## src/rivm_pkg.sv

```systemverilog
package rivm_pkg;

  localparam int          ADDR_W          = 12;
  localparam int          NUM_SRC         = 25;
  localparam int          NUM_CAUSE       = 4;
  localparam int          IDX_W           = 5;
  // Reset and table placement
  localparam logic [11:0] RESET_ADDR      = 12'h000;
  localparam logic [11:0] APP_BASE        = 12'h000;
  localparam logic [11:0] TABLE_OFS       = 12'h001;
  localparam logic [11:0] BOOT_START_DEF  = 12'hC00;
  localparam logic        FUSE_PROGRAMMED = 1'h0;
  localparam logic [4:0]  FIRST_VEC_NUM   = 5'h02;
  localparam logic [1:0]  HOLD_SETTLE     = 2'h3;
  // Slot addresses relative to the table base
  localparam logic [11:0] SLOT_EXT_ZERO   = 12'h001;
  localparam logic [11:0] SLOT_EXT_ONE    = 12'h002;
  localparam logic [11:0] SLOT_PIN_C      = 12'h005;
  localparam logic [11:0] SLOT_WATCHDOG   = 12'h006;
  localparam logic [11:0] SLOT_CNT2_OVF   = 12'h009;
  localparam logic [11:0] SLOT_CNT1_CAPT  = 12'h00A;
  localparam logic [11:0] SLOT_CNT1_OVF   = 12'h00D;
  localparam logic [11:0] SLOT_CNT0_OVF   = 12'h010;
  localparam logic [11:0] SLOT_SERIAL     = 12'h011;
  localparam logic [11:0] SLOT_ASYNC_RX   = 12'h012;
  localparam logic [11:0] SLOT_ASYNC_TXC  = 12'h014;
  localparam logic [11:0] SLOT_CONV_DONE  = 12'h015;
  localparam logic [11:0] SLOT_NVM_READY  = 12'h016;
  localparam logic [11:0] SLOT_STORE_RDY  = 12'h019;

  typedef enum logic [1:0] {
    ST_HOLD   = 2'h0,
    ST_LAUNCH = 2'h1,
    ST_RUN    = 2'h3,
    ST_TAKEN  = 2'h2
  } rivm_state_e;

  // Lowest bit is the highest-priority source
  typedef struct packed {
    logic storeProgramReadyReq;
    logic twoWireReq;
    logic analogComparatorReq;
    logic dataNvmReadyReq;
    logic analogConvDoneReq;
    logic asyncTxDoneReq;
    logic asyncTxEmptyReq;
    logic asyncRxDoneReq;
    logic serialPeriphDoneReq;
    logic counter0OverflowReq;
    logic counter0MatchBReq;
    logic counter0MatchAReq;
    logic counter1OverflowReq;
    logic counter1MatchBReq;
    logic counter1MatchAReq;
    logic counter1CaptureReq;
    logic counter2OverflowReq;
    logic counter2MatchBReq;
    logic counter2MatchAReq;
    logic watchdogTimeoutReq;
    logic pinChangeReqC;
    logic pinChangeReqB;
    logic pinChangeReqA;
    logic extRequestOne;
    logic extRequestZero;
  } rivm_req_s;

  typedef struct packed {
    logic watchdogSysReset;
    logic brownOutReset;
    logic powerOnReset;
    logic extPinReset;
  } rivm_cause_s;

  typedef struct packed {
    rivm_state_e st;
    logic [1:0]  holdCnt;
    logic [3:0]  causeMeta;
    logic [3:0]  causeSync;
    logic        fuseMeta;
    logic        fuseSync;
    logic        fuseProg;
    logic        coreRun;
    logic        resetFetch;
    logic [11:0] resetAddr;
    logic        irqPending;
    logic [11:0] irqVector;
    logic [4:0]  irqNumber;
    logic        fetchStrobe;
    logic [11:0] fetchAddr;
  } rivm_regs_s;

endpackage

```

## src/rivm_mapper.sv

```systemverilog
`timescale 1ns/1ps
`default_nettype none

// Functional notes
// Any reset cause with fuse unprogrammed restarts at address 0x0000.
// With fuse programmed, every reset restarts at the boot reset address.
// Vector-select set adds boot section start to each table address.
// Select clear puts table at 0x001; unprogrammed fuse resets at 0x000.
// Vector-select set puts table one word above boot reset address.
// Fuse level one means unprogrammed, zero means programmed.
// External request zero uses slot 0x0001, request one slot 0x0002.
// Pin-change requests use 0x0003 to 0x0005, watchdog time-out 0x0006.
// Counter 2 match A, match B, overflow use 0x0007 to 0x0009.
// Counter 1 capture 0x000A, matches next two slots, overflow 0x000D.
// Counter 0 match A, match B, overflow use 0x000E to 0x0010.
// Serial transfer done uses 0x0011, conversion done uses 0x0015.
// Async receive, transmit empty, transmit done use 0x0012 to 0x0014.
// Data memory 0x0016, comparator 0x0017, two-wire 0x0018, store 0x0019.
// A vector is fetched only when its interrupt is actually taken.
// Among pending enabled requests the lowest vector number wins.
module rivm_mapper #(
  parameter logic [11:0] BOOT_START = rivm_pkg::BOOT_START_DEF
) (
  // Clock and reset
  input  wire logic                clk,
  input  wire logic                rst,
  input  wire logic                clkEn,
  // Reset causes and boot fuse, asynchronous pins
  input  wire rivm_pkg::rivm_cause_s resetCause,
  input  wire logic                bootResetFuse,
  // Control from the core side
  input  wire logic                vectorSelectBit,
  input  wire logic                intEnable,
  input  wire logic                takeIrq,
  // Peripheral request lines
  input  wire rivm_pkg::rivm_req_s irqReq,
  // Reset fetch
  output logic                     coreRun,
  output logic                     resetFetch,
  output logic [11:0]              resetAddr,
  output logic                     bootFuseProgrammed,
  // Interrupt vector
  output logic                     irqPending,
  output logic [11:0]              irqVector,
  output logic [4:0]               irqNumber,
  output logic                     fetchStrobe,
  output logic [11:0]              fetchAddr
);

  rivm_pkg::rivm_regs_s r;
  rivm_pkg::rivm_regs_s next_r;

  logic [rivm_pkg::NUM_SRC-1:0] reqBits;
  logic                         encFound;
  logic [rivm_pkg::IDX_W-1:0]   encIdx;
  logic [11:0]                  tableBase;

  assign reqBits = irqReq;

  rivm_prio_enc #(
    .N  (rivm_pkg::NUM_SRC),
    .IW (rivm_pkg::IDX_W)
  ) u_prio (
    .req   (reqBits),
    .found (encFound),
    .idx   (encIdx)
  );

  // Table moves with the select bit only, never with the fuse
  assign tableBase = vectorSelectBit ? BOOT_START
                                     : rivm_pkg::APP_BASE;

  always_comb begin
    next_r             = r;
    next_r.causeMeta   = resetCause;
    next_r.causeSync   = r.causeMeta;
    next_r.fuseMeta    = bootResetFuse;
    next_r.fuseSync    = r.fuseMeta;
    next_r.resetFetch  = 1'b0;
    next_r.fetchStrobe = 1'b0;

    // Slot order follows source order; lowest index wins
    next_r.irqPending = encFound & intEnable;
    next_r.irqVector  = tableBase + rivm_pkg::TABLE_OFS
                        + 12'(encIdx);
    next_r.irqNumber  = 5'(rivm_pkg::FIRST_VEC_NUM
                           + encIdx);

    case (r.st)
      rivm_pkg::ST_HOLD: begin
        next_r.coreRun = 1'b0;
        // Wait for the fuse synchroniser to fill after release
        if (r.holdCnt != rivm_pkg::HOLD_SETTLE) begin
          next_r.holdCnt = r.holdCnt + 2'h1;
        end else begin
          next_r.fuseProg = (r.fuseSync ==
                             rivm_pkg::FUSE_PROGRAMMED);
          next_r.st       = rivm_pkg::ST_LAUNCH;
        end
      end
      rivm_pkg::ST_LAUNCH: begin
        next_r.resetAddr  = r.fuseProg ? BOOT_START
                                       : rivm_pkg::RESET_ADDR;
        next_r.resetFetch = 1'b1;
        next_r.coreRun    = 1'b1;
        next_r.st         = rivm_pkg::ST_RUN;
      end
      rivm_pkg::ST_RUN: begin
        // Only a taken interrupt reads its slot
        if (takeIrq && r.irqPending) begin
          next_r.fetchStrobe = 1'b1;
          next_r.fetchAddr   = r.irqVector;
          next_r.st          = rivm_pkg::ST_TAKEN;
        end
      end
      rivm_pkg::ST_TAKEN: begin
        // Gap lets the serviced source drop its line
        next_r.st = rivm_pkg::ST_RUN;
      end
      default: begin
        next_r.st = rivm_pkg::ST_HOLD;
      end
    endcase

    // Every cause holds the core and restarts the launch
    if (|r.causeSync) begin
      next_r.st      = rivm_pkg::ST_HOLD;
      next_r.holdCnt = 2'h0;
      next_r.coreRun = 1'b0;
    end
  end

  always_ff @(posedge clk or posedge rst) begin
    if (rst) begin
      r <= '0;
    end else if (clkEn) begin
      r <= next_r;
    end
  end

  assign coreRun            = r.coreRun;
  assign resetFetch         = r.resetFetch;
  assign resetAddr          = r.resetAddr;
  assign bootFuseProgrammed = r.fuseProg;
  assign irqPending         = r.irqPending;
  assign irqVector          = r.irqVector;
  assign irqNumber          = r.irqNumber;
  assign fetchStrobe        = r.fetchStrobe;
  assign fetchAddr          = r.fetchAddr;

  a_reset_app_addr: assert property (
    @(posedge clk) disable iff (rst)
    clkEn && r.st == rivm_pkg::ST_LAUNCH && !r.fuseProg
    |=> resetFetch && resetAddr == rivm_pkg::RESET_ADDR)
    else $error("Reset address not zero with fuse unprogrammed");

  a_reset_boot_addr: assert property (
    @(posedge clk) disable iff (rst)
    clkEn && r.st == rivm_pkg::ST_LAUNCH && r.fuseProg
    |=> resetFetch && resetAddr == BOOT_START)
    else $error("Reset address not boot start with fuse programmed");

  a_boot_table: assert property (
    @(posedge clk) disable iff (rst)
    clkEn && vectorSelectBit && intEnable && reqBits[3]
    && !(|reqBits[2:0])
    |=> irqVector == BOOT_START + rivm_pkg::TABLE_OFS + 12'h003)
    else $error("Boot table slot not offset by boot start");

  a_app_table: assert property (
    @(posedge clk) disable iff (rst)
    clkEn && !vectorSelectBit && intEnable && reqBits[0]
    |=> irqPending && irqVector == rivm_pkg::TABLE_OFS)
    else $error("Application table does not start at one");

  a_boot_base: assert property (
    @(posedge clk) disable iff (rst)
    clkEn && vectorSelectBit && intEnable && reqBits[0]
    |=> irqVector == BOOT_START + rivm_pkg::TABLE_OFS)
    else $error("Boot table does not start above boot reset");

  a_fuse_polarity: assert property (
    @(posedge clk) disable iff (rst)
    clkEn && r.st == rivm_pkg::ST_HOLD && !(|r.causeSync)
    && r.holdCnt == rivm_pkg::HOLD_SETTLE
    |=> bootFuseProgrammed == !$past(r.fuseSync))
    else $error("Fuse level read with wrong polarity");

  a_ext_one_slot: assert property (
    @(posedge clk) disable iff (rst)
    clkEn && !vectorSelectBit && intEnable && reqBits[1:0] == 2'h2
    |=> irqVector == rivm_pkg::SLOT_EXT_ONE)
    else $error("External request one slot wrong");

  a_watchdog_slot: assert property (
    @(posedge clk) disable iff (rst)
    clkEn && !vectorSelectBit && intEnable && reqBits[5:0] == 6'h20
    |=> irqVector == rivm_pkg::SLOT_WATCHDOG)
    else $error("Watchdog slot wrong");

  a_cnt2_slot: assert property (
    @(posedge clk) disable iff (rst)
    clkEn && !vectorSelectBit && intEnable && reqBits[8:0] == 9'h100
    |=> irqVector == rivm_pkg::SLOT_CNT2_OVF)
    else $error("Counter 2 overflow slot wrong");

  a_cnt1_slot: assert property (
    @(posedge clk) disable iff (rst)
    clkEn && !vectorSelectBit && intEnable
    && reqBits[12:0] == 13'h1000
    |=> irqVector == rivm_pkg::SLOT_CNT1_OVF)
    else $error("Counter 1 overflow slot wrong");

  a_cnt0_slot: assert property (
    @(posedge clk) disable iff (rst)
    clkEn && !vectorSelectBit && intEnable
    && reqBits[15:0] == 16'h8000
    |=> irqVector == rivm_pkg::SLOT_CNT0_OVF)
    else $error("Counter 0 overflow slot wrong");

  a_conv_slot: assert property (
    @(posedge clk) disable iff (rst)
    clkEn && !vectorSelectBit && intEnable
    && reqBits[20:0] == 21'h100000
    |=> irqVector == rivm_pkg::SLOT_CONV_DONE && irqNumber == 5'h16)
    else $error("Conversion done slot wrong");

  a_async_slot: assert property (
    @(posedge clk) disable iff (rst)
    clkEn && !vectorSelectBit && intEnable
    && reqBits[19:0] == 20'h80000
    |=> irqVector == rivm_pkg::SLOT_ASYNC_TXC)
    else $error("Async transmit done slot wrong");

  a_store_slot: assert property (
    @(posedge clk) disable iff (rst)
    clkEn && !vectorSelectBit && intEnable
    && reqBits == 25'h1000000
    |=> irqVector == rivm_pkg::SLOT_STORE_RDY)
    else $error("Store program ready slot wrong");

  a_ext_zero_slot: assert property (
    @(posedge clk) disable iff (rst)
    clkEn && !vectorSelectBit && intEnable && reqBits[0]
    |=> irqVector == rivm_pkg::SLOT_EXT_ZERO
        && irqNumber == rivm_pkg::FIRST_VEC_NUM)
    else $error("External request zero slot wrong");

  a_pin_c_slot: assert property (
    @(posedge clk) disable iff (rst)
    clkEn && !vectorSelectBit && intEnable && reqBits[4:0] == 5'h10
    |=> irqVector == rivm_pkg::SLOT_PIN_C)
    else $error("Pin change C slot wrong");

  a_cnt1_capt_slot: assert property (
    @(posedge clk) disable iff (rst)
    clkEn && !vectorSelectBit && intEnable && reqBits[9:0] == 10'h200
    |=> irqVector == rivm_pkg::SLOT_CNT1_CAPT)
    else $error("Counter 1 capture slot wrong");

  a_serial_slot: assert property (
    @(posedge clk) disable iff (rst)
    clkEn && !vectorSelectBit && intEnable
    && reqBits[16:0] == 17'h10000
    |=> irqVector == rivm_pkg::SLOT_SERIAL)
    else $error("Serial transfer done slot wrong");

  a_async_rx_slot: assert property (
    @(posedge clk) disable iff (rst)
    clkEn && !vectorSelectBit && intEnable
    && reqBits[17:0] == 18'h20000
    |=> irqVector == rivm_pkg::SLOT_ASYNC_RX)
    else $error("Async receive slot wrong");

  a_nvm_slot: assert property (
    @(posedge clk) disable iff (rst)
    clkEn && !vectorSelectBit && intEnable
    && reqBits[21:0] == 22'h200000
    |=> irqVector == rivm_pkg::SLOT_NVM_READY)
    else $error("Data memory ready slot wrong");

  a_cause_holds_core: assert property (
    @(posedge clk) disable iff (rst)
    clkEn && (|r.causeSync)
    |=> !coreRun)
    else $error("Core not held while a reset cause is active");

  a_take_only_run: assert property (
    @(posedge clk) disable iff (rst)
    clkEn && r.st != rivm_pkg::ST_RUN
    |=> !fetchStrobe)
    else $error("Vector fetched outside the run state");

  a_disabled_quiet: assert property (
    @(posedge clk) disable iff (rst)
    clkEn && !intEnable
    |=> !irqPending)
    else $error("Request pending while interrupts disabled");

  a_fetch_taken: assert property (
    @(posedge clk) disable iff (rst)
    fetchStrobe |-> $past(takeIrq) && $past(irqPending)
    && fetchAddr == $past(irqVector) && !$past(fetchStrobe))
    else $error("Vector fetched without a taken interrupt");

  a_lowest_wins: assert property (
    @(posedge clk) disable iff (rst)
    clkEn && intEnable && reqBits[0] && reqBits[24]
    |=> irqNumber == rivm_pkg::FIRST_VEC_NUM ##1 1'b1)
    else $error("Lowest vector number did not win");

endmodule

`default_nettype wire

```

## src/rivm_prio_enc.sv

```systemverilog
`timescale 1ns/1ps
`default_nettype none

module rivm_prio_enc #(
  parameter int N  = 25,
  parameter int IW = 5
) (
  // Requests, bit 0 wins
  input  wire logic [N-1:0]  req,
  // Winner
  output logic               found,
  output logic [IW-1:0]      idx
);

  logic [N:0]   below;
  logic [N-1:0] grant;

  assign below[0] = 1'b0;

  for (genvar i = 0; i < N; i++) begin : g_bit
    assign grant[i]    = req[i] & ~below[i];
    assign below[i+1]  = below[i] | req[i];
  end

  assign found = below[N];

  // Grant is one-hot, so OR-ing indices is exact
  always_comb begin
    idx = '0;
    for (int j = 0; j < N; j++) begin
      if (grant[j]) begin
        idx = idx | IW'(j);
      end
    end
  end

endmodule

`default_nettype wire
```

## config.mk

```make
export PLATFORM = sky130hd
export DESIGN_NAME = rivm_mapper
export DESIGN_NICKNAME = d
export VERILOG_FILES = /design/src/rivm_pkg.sv /design/src/rivm_mapper.sv /design/src/rivm_prio_enc.sv
export SDC_FILE = /design/constraint.sdc
export NUM_CORES = 1
export LEC_CHECK = 0
export BUFFER_PORTS_ARGS = -buffer_cell sky130_fd_sc_hd__buf_2
export CELL_PAD_IN_SITES_DETAIL_PLACEMENT = 0
export CELL_PAD_IN_SITES_GLOBAL_PLACEMENT = 1
export CORE_MARGIN = 4
export CORE_UTILIZATION = 37
export CTS_CLUSTER_DIAMETER = 120
export DETAILED_ROUTE_END_ITERATION = 12
export MAX_ROUTING_LAYER = met4
export PLACE_DENSITY = 0.75
export RECOVER_POWER = 100
export SYNTH_ARGS = -nofsm -noshare
export SYNTH_HDL_FRONTEND = slang
export SYNTH_SLANG_ARGS = --single-unit
```

## constraint.sdc

```tcl
create_clock -name clk -period 2.3 [get_ports clk]
set_input_delay 0.345 -clock clk [delete_from_list [all_inputs] [get_ports clk]]
set_output_delay 0.345 -clock clk [all_outputs]
set_load 0.02 [all_outputs]
```

[Yosys cells after proc, flatten, opt, wreduce, memory -nomap -nowiden]
Index checks and enable logic that the tools add are counted.
Word-level totals
  bits in writable memories: 0
  output and inout port bits: 46
  bits in registers: 60
  memory bits (read-only): 0
  memories kept: 0
  bits of input ports: 36
  latch bits: 0
  word-level logic and storage cells: 157
Operators by class
  equal/unequal tests: 8
  div/mod/pow operators: 0
  magnitude comparators: 0
  shifts and indexed selects: 0
  reductions and logical operators: 13
  multipliers: 0
  mux-type cells: 43
  add/subtract/negate cells: 4
  bitwise logic cells: 74
Operators with widths (number)
  $mux 13: 4
  $mux 5: 9
  $mux 4: 9
  $and 1x1->1: 25
  $not 1->1: 25
  $mux 12: 2
  $or 1x1->1: 24
  $mux 2: 9
  $add 12x1->12 const B: 1
  $add 12x5->12: 1
  $mux 3: 4
  $reduce_and 3->1: 4
  $ne 2x2->1 const B: 3
  $ne 3x3->1 const B: 2
  $pmux 2 s3: 1
  $add 2x5->5 const A: 1
  $eq 2x2->1 const B: 2
  $mux 1: 4
  $reduce_and 2->1: 2
  $reduce_bool 2->1: 2
  $reduce_or 4->1: 1
  $reduce_bool 3->1: 1
  $add 2x1->2 const B: 1
  $eq 2x1->1 const B: 1
  4 further kinds: 4

[Longest topological paths before layout]
  depth after elaboration: 27
  depth in mapped cells: 8
  mapped depth without buffers: 8

[Modules after synthesis]
Synthesis repeated with hierarchy kept, for this count alone.
Unflattened totals
  cells, all modules: 221
  area total of the unflattened synthesis: 2257.2 um2
By module, submodules not included
  rivm_mapper: area each 1936.9 um2, cells each 168, instances 1, sequential area each 975.9 um2
  rivm_prio_enc: area each 320.3 um2, cells each 53, instances 1, sequential area each 0.0 um2

[Worst setup path after synthesis]
OpenSTA, ideal clock, no wires.
  path kind: input -> register
  start point: in irqReq[8] (netlist bit)
  end point: reg r (netlist bit irqVector[2])
  cell stages on the path: 8
  slack: 0.199 ns
  arrival time: 2.019 ns
  data required time: 2.218 ns
  library setup time: 0.082 ns
  buffers on the path: 0
  path through: and2b_2 a2111oi_0 o32a_1 and3_4 inv_1 ha_1 or3_1 a31oi_1
Between the ends
  longest elaborated chain between the ends: 20
  elaborated cells on any way between the ends: 60
  those cells by class: 1 x add/sub; 16 x mux; 43 x bitwise
RTL lines
  start, declared: line rivm_mapper.sv:36  | input wire rivm_pkg::rivm_req_s irqReq,
  $or 1x1->1 (*): line rivm_prio_enc.sv:22  | assign below[i+1] = below[i] | req[i];
  $not 1->1 or $or 1x1->1 (tied branches): line rivm_prio_enc.sv:21, rivm_prio_enc.sv:22
  $and 1x1->1 or $or 1x1->1 (tied branches): line rivm_prio_enc.sv:21, rivm_prio_enc.sv:22
  $mux 4, or another cell as far along (7 in a row): line rivm_prio_enc.sv:31  | if (grant[j]) begin
  $mux 5, or another cell as far along (5 in a row): line rivm_prio_enc.sv:31
  $mux 5 or $not 1->1 (tied branches): line rivm_prio_enc.sv:31, rivm_prio_enc.sv:21
  $mux 5 or $and 1x1->1 (tied branches): line rivm_prio_enc.sv:31, rivm_prio_enc.sv:21
  $mux 5 (*) (2 in a row): line rivm_prio_enc.sv:31
  via encIdx, one bit: line rivm_mapper.sv:55  | logic [rivm_pkg::IDX_W-1:0] encIdx;
  $add 12x5->12 (*): line rivm_mapper.sv:85  | + 12'(encIdx);
  end signal, assigned: line rivm_mapper.sv:137  | r <= next_r;
  end, declared: line rivm_mapper.sv:50  | rivm_pkg::rivm_regs_s r;
Mark *: on every way through the listed nets, which the timed path passes. The rest lies on a longest branch.
A chain may end at the register's enable or synchronous reset.

[Final worst setup path]
Ends and elaborated chain as after synthesis.

==> impl_metrics.py <==
metrics = {
    "run_status": {
        "status": "finished clean",
    },
    "cts": {
        "h-tree-depth": 2,
        "cts.sinks": 39,
        "clkTransAtPathRegs_ns": 0.07,
        "cts_tree": "built",
        "holdBufCountCts": 0,
        "post-cts-setup-buffer-count": 0,
        "ctsResizeCount": 0,
        "clk_latency_ns": 0.29,
        "clockBufferDepth": 2,
        "cts-root-buf": "clkbuf_8",
        "cts_made_buffers": 5,
    },
    "synth": {
        "yosysWarnings": 0,
        "yosysTopAreaCell": "dfrtp_1",
        "syn_inst": 223,
        "synth_area_sq_um": 2316,
        "synth.yosys.seq_area_share": 0.4214,
        "synth_area_leaders": "dfrtp_1 (42%), buf_4 (13%), mux2_2 (11%), nor4_4 (2.8%), o21ai_0 (2.6%)",
        "async_flop_share": 1.000,
        "netlist_top_cells_count": "buf_4 (41), dfrtp_1 (39), mux2_2 (23)",
        "ys_ff_latch": 39,
        "yosysTopAreaCellShare": 0.4214,
        "ys.flop_type": "dfrtp_1",
        "synth_area_per_cell_sq_um": 10.39,
        "synth-edff-count": 0,
        "yosysMostFrequentCell": "buf_4",
        "synth_cell_type_count": 49,
    },
    "setup_path": {
        "r2r_slack_ns": 0.46,
        "cp_slowest_stage_delay_ns": 0.43,
        "worst_setup_path_start_kind": "input port",
        "critPathMaxFanout": 3,
        "critical_path.cell_chain": "buf_2, and2b_2, a2111oi_0, o32a_1, and3_1, inv_1, ha_1, or3_1, a31oi_1",
        "cp.arrival_ns": 2.29,
        "critPathSlowestCell": "a2111oi_0",
        "cp.required_ns": 2.51,
        "ff2ff_path_depth": 4,
        "r2r-start": "r[49]",
        "r2r_end": "r[56]",
        "path_class": "in2reg",
        "endpoint_kind": "register",
    },
    "sta": {
        "tightest_slew_ns": 0.9426,
        "hold_violations": 0,
        "period_share": 0.9052,
        "clock_skew_ns": 0.004048,
        "relSlewSlack": 0.3716,
        "finalCriticalPeriod_ns": 2.082,
        "finalMaxSlewViolations": 0,
        "timing.fmax_mhz": 480.3,
        "setup-violations-final": 0,
        "rsz0062_at_grt": "no",
    },
    "worst_hold_path": {
        "holdPathEnd": "next_r[46]",
        "hold_class": "in2reg",
        "min_path_cells": 2,
        "hp-start": "bootResetFuse",
    },
    "global_routing": {
        "antenna_found_initial": 0,
        "grt_pass1_vias": 1653,
        "grt_max_degree": 40,
        "groute.usage.overall": 0.1353,
        "grt_overflow": 0,
        "grt_pass1_wl_um": 7769,
    },
    "floorplanning": {
        "dieArea_sq_um": 7589,
        "dieHeight_um": 87.12,
        "coreArea_sq_um": 5991,
        "start_util": 0.3866,
        "die_w_um": 87.12,
        "ios": 82,
        "num_rows": 28,
    },
    "place": {
        "dp.cells": 345,
        "placed_area_sq_um": 2559,
        "place_congestion": 0.8120,
        "hpwlAfterDp_um": 3774,
        "port_buffers": 63,
    },
    "power": {
        "leakage_uw": 0.001198,
        "peakVddDrop_v": 0.0003037,
        "power_density_nw_per_um2": 570.8,
    },
    "final_layout": {
        "fin_cells": 352,
        "diodes": 0,
        "layout-drive-gt1-share": 0.3069,
        "final_area_sq_um": 2595,
        "syn_to_final_growth_pct": 12.05,
        "nets": 316,
        "utilization": 0.4332,
    },
    "flow_run": {
        "cap_violations": 0,
    },
    "detailed_routing": {
        "first_pass_iters": 3,
        "via_per_inst": 4.835,
        "post_drt_wl_per_cell_um": 13.68,
        "ant_nets": 0,
        "vias": 1702,
        "drt_iter0_markers": 46,
        "postRouteWirelength_um": 4815,
        "drcViolationCount": 0,
    },
}
## worst max-delay path by stage
stage / cells past startpoint / startpoint / slack, ns / endpoint
2_1_floorplan: 8 / irqReq[8] / 0.20 / irqVector[2]
3_3_place_gp: 9 / irqReq[8] / -0.03 / irqVector[2]
3_5_place_dp: 9 / irqReq[8] / -0.11 / irqVector[2]
4_1_cts: 9 / irqReq[8] / 0.20 / irqVector[2]
5_1_grt: 9 / irqReq[8] / 0.05 / irqVector[2]
6_report: 9 / irqReq[8] / 0.22 / irqVector[2]
## layer usage
| layer | vias up | track usage | routed length, um |
|---|---|---|---|
| met4 | 0 | 0.03347 | 52 |
| met3 | 6 | 0.03879 | 316 |
| li1 | 847 | - | - |
| met2 | 38 | 0.2084 | 2359 |
| met1 | 811 | 0.1764 | 2086 |
| met5 | - | - | 0 |
## metrics by stage
stage	power (uW)	worst slack, ns	hold slack [ns]	TNS [ns]
finish	1481	0.2180	0.2826	0
global route	1557	0.05295	0.2711	0
detailed placement	1042	-0.1142	0.4568	-0.1275
global placement	1036	-0.02782	0.4436	-0.02782
CTS	1513	0.1966	0.1715	0
floorplan	977.7	0.1992	0.4313	0
## state kept, by name, indices dropped and copies added, names as in the netlist
name	cells
bootFuseProgrammed	1
coreRun	1
fetchAddr	7
fetchStrobe	1
irqNumber	5
irqPending	1
irqVector	7
next_r	5
r	9
resetAddr	1
resetFetch	1
## cell type report
type                            count  area, sq um
Clock buffer                        6        82.58
Tap cell                           75        93.84
Timing Repair Buffer               76        366.6
Multi-Input combinational cell    145         1033
Fill cell                         618         3396
Clock inverter                      1        5.005
Inverter                           10        37.54
Sequential cell                    39        975.9
## cells in the final DEF, fill, tap and decap left out, drive strengths merged, types with 4 or more instances in the layout
cell type,n
a21o,4
a21oi,8
buf,43
clkbuf,39
conb,18
dfrtp,39
inv,9
mux2,23
nand2,6
nand3,5
nand4,4
nor2,16
nor2b,4
nor4,6
o21ai,13
or3,4
## critical path, delay by kind of cell
| kind | cells | cell delay (ns) |
|---|---|---|
| adders and majority gates | 1 | 0.19 |
| and+or+nand+nor | 3 | 0.74 |
| AOI/OAI and AO/OA | 3 | 0.85 |
| buffers and inverters | 2 | 0.15 |
## power breakdown
part           internal (uW)  switching [uW]  leakage (uW)
clock network            235             230     0.0000470
logic                   97.4             161      0.000649
registers                731            26.9      0.000502
total                   1060             418       0.00120
## kinds of logic (layout without fill, tap and decap cells)
logic type | count (synthesis) | count (layout) | synth area share
AND/OR/NAND/NOR | 57 | 57 | 0.1631
multiplexers | 23 | 23 | 0.1118
flip-flops | 39 | 39 | 0.4214
buffers and inverters | 56 | 93 | 0.1577
AO/OA/AOI/OAI | 43 | 43 | 0.1243
XOR/XNOR | 1 | 1 | 0.003782
adder cells (fa/ha/maj) | 3 | 3 | 0.01621
other | 1 | 18 | 0.001619
(Power assumes the default switching activity.)
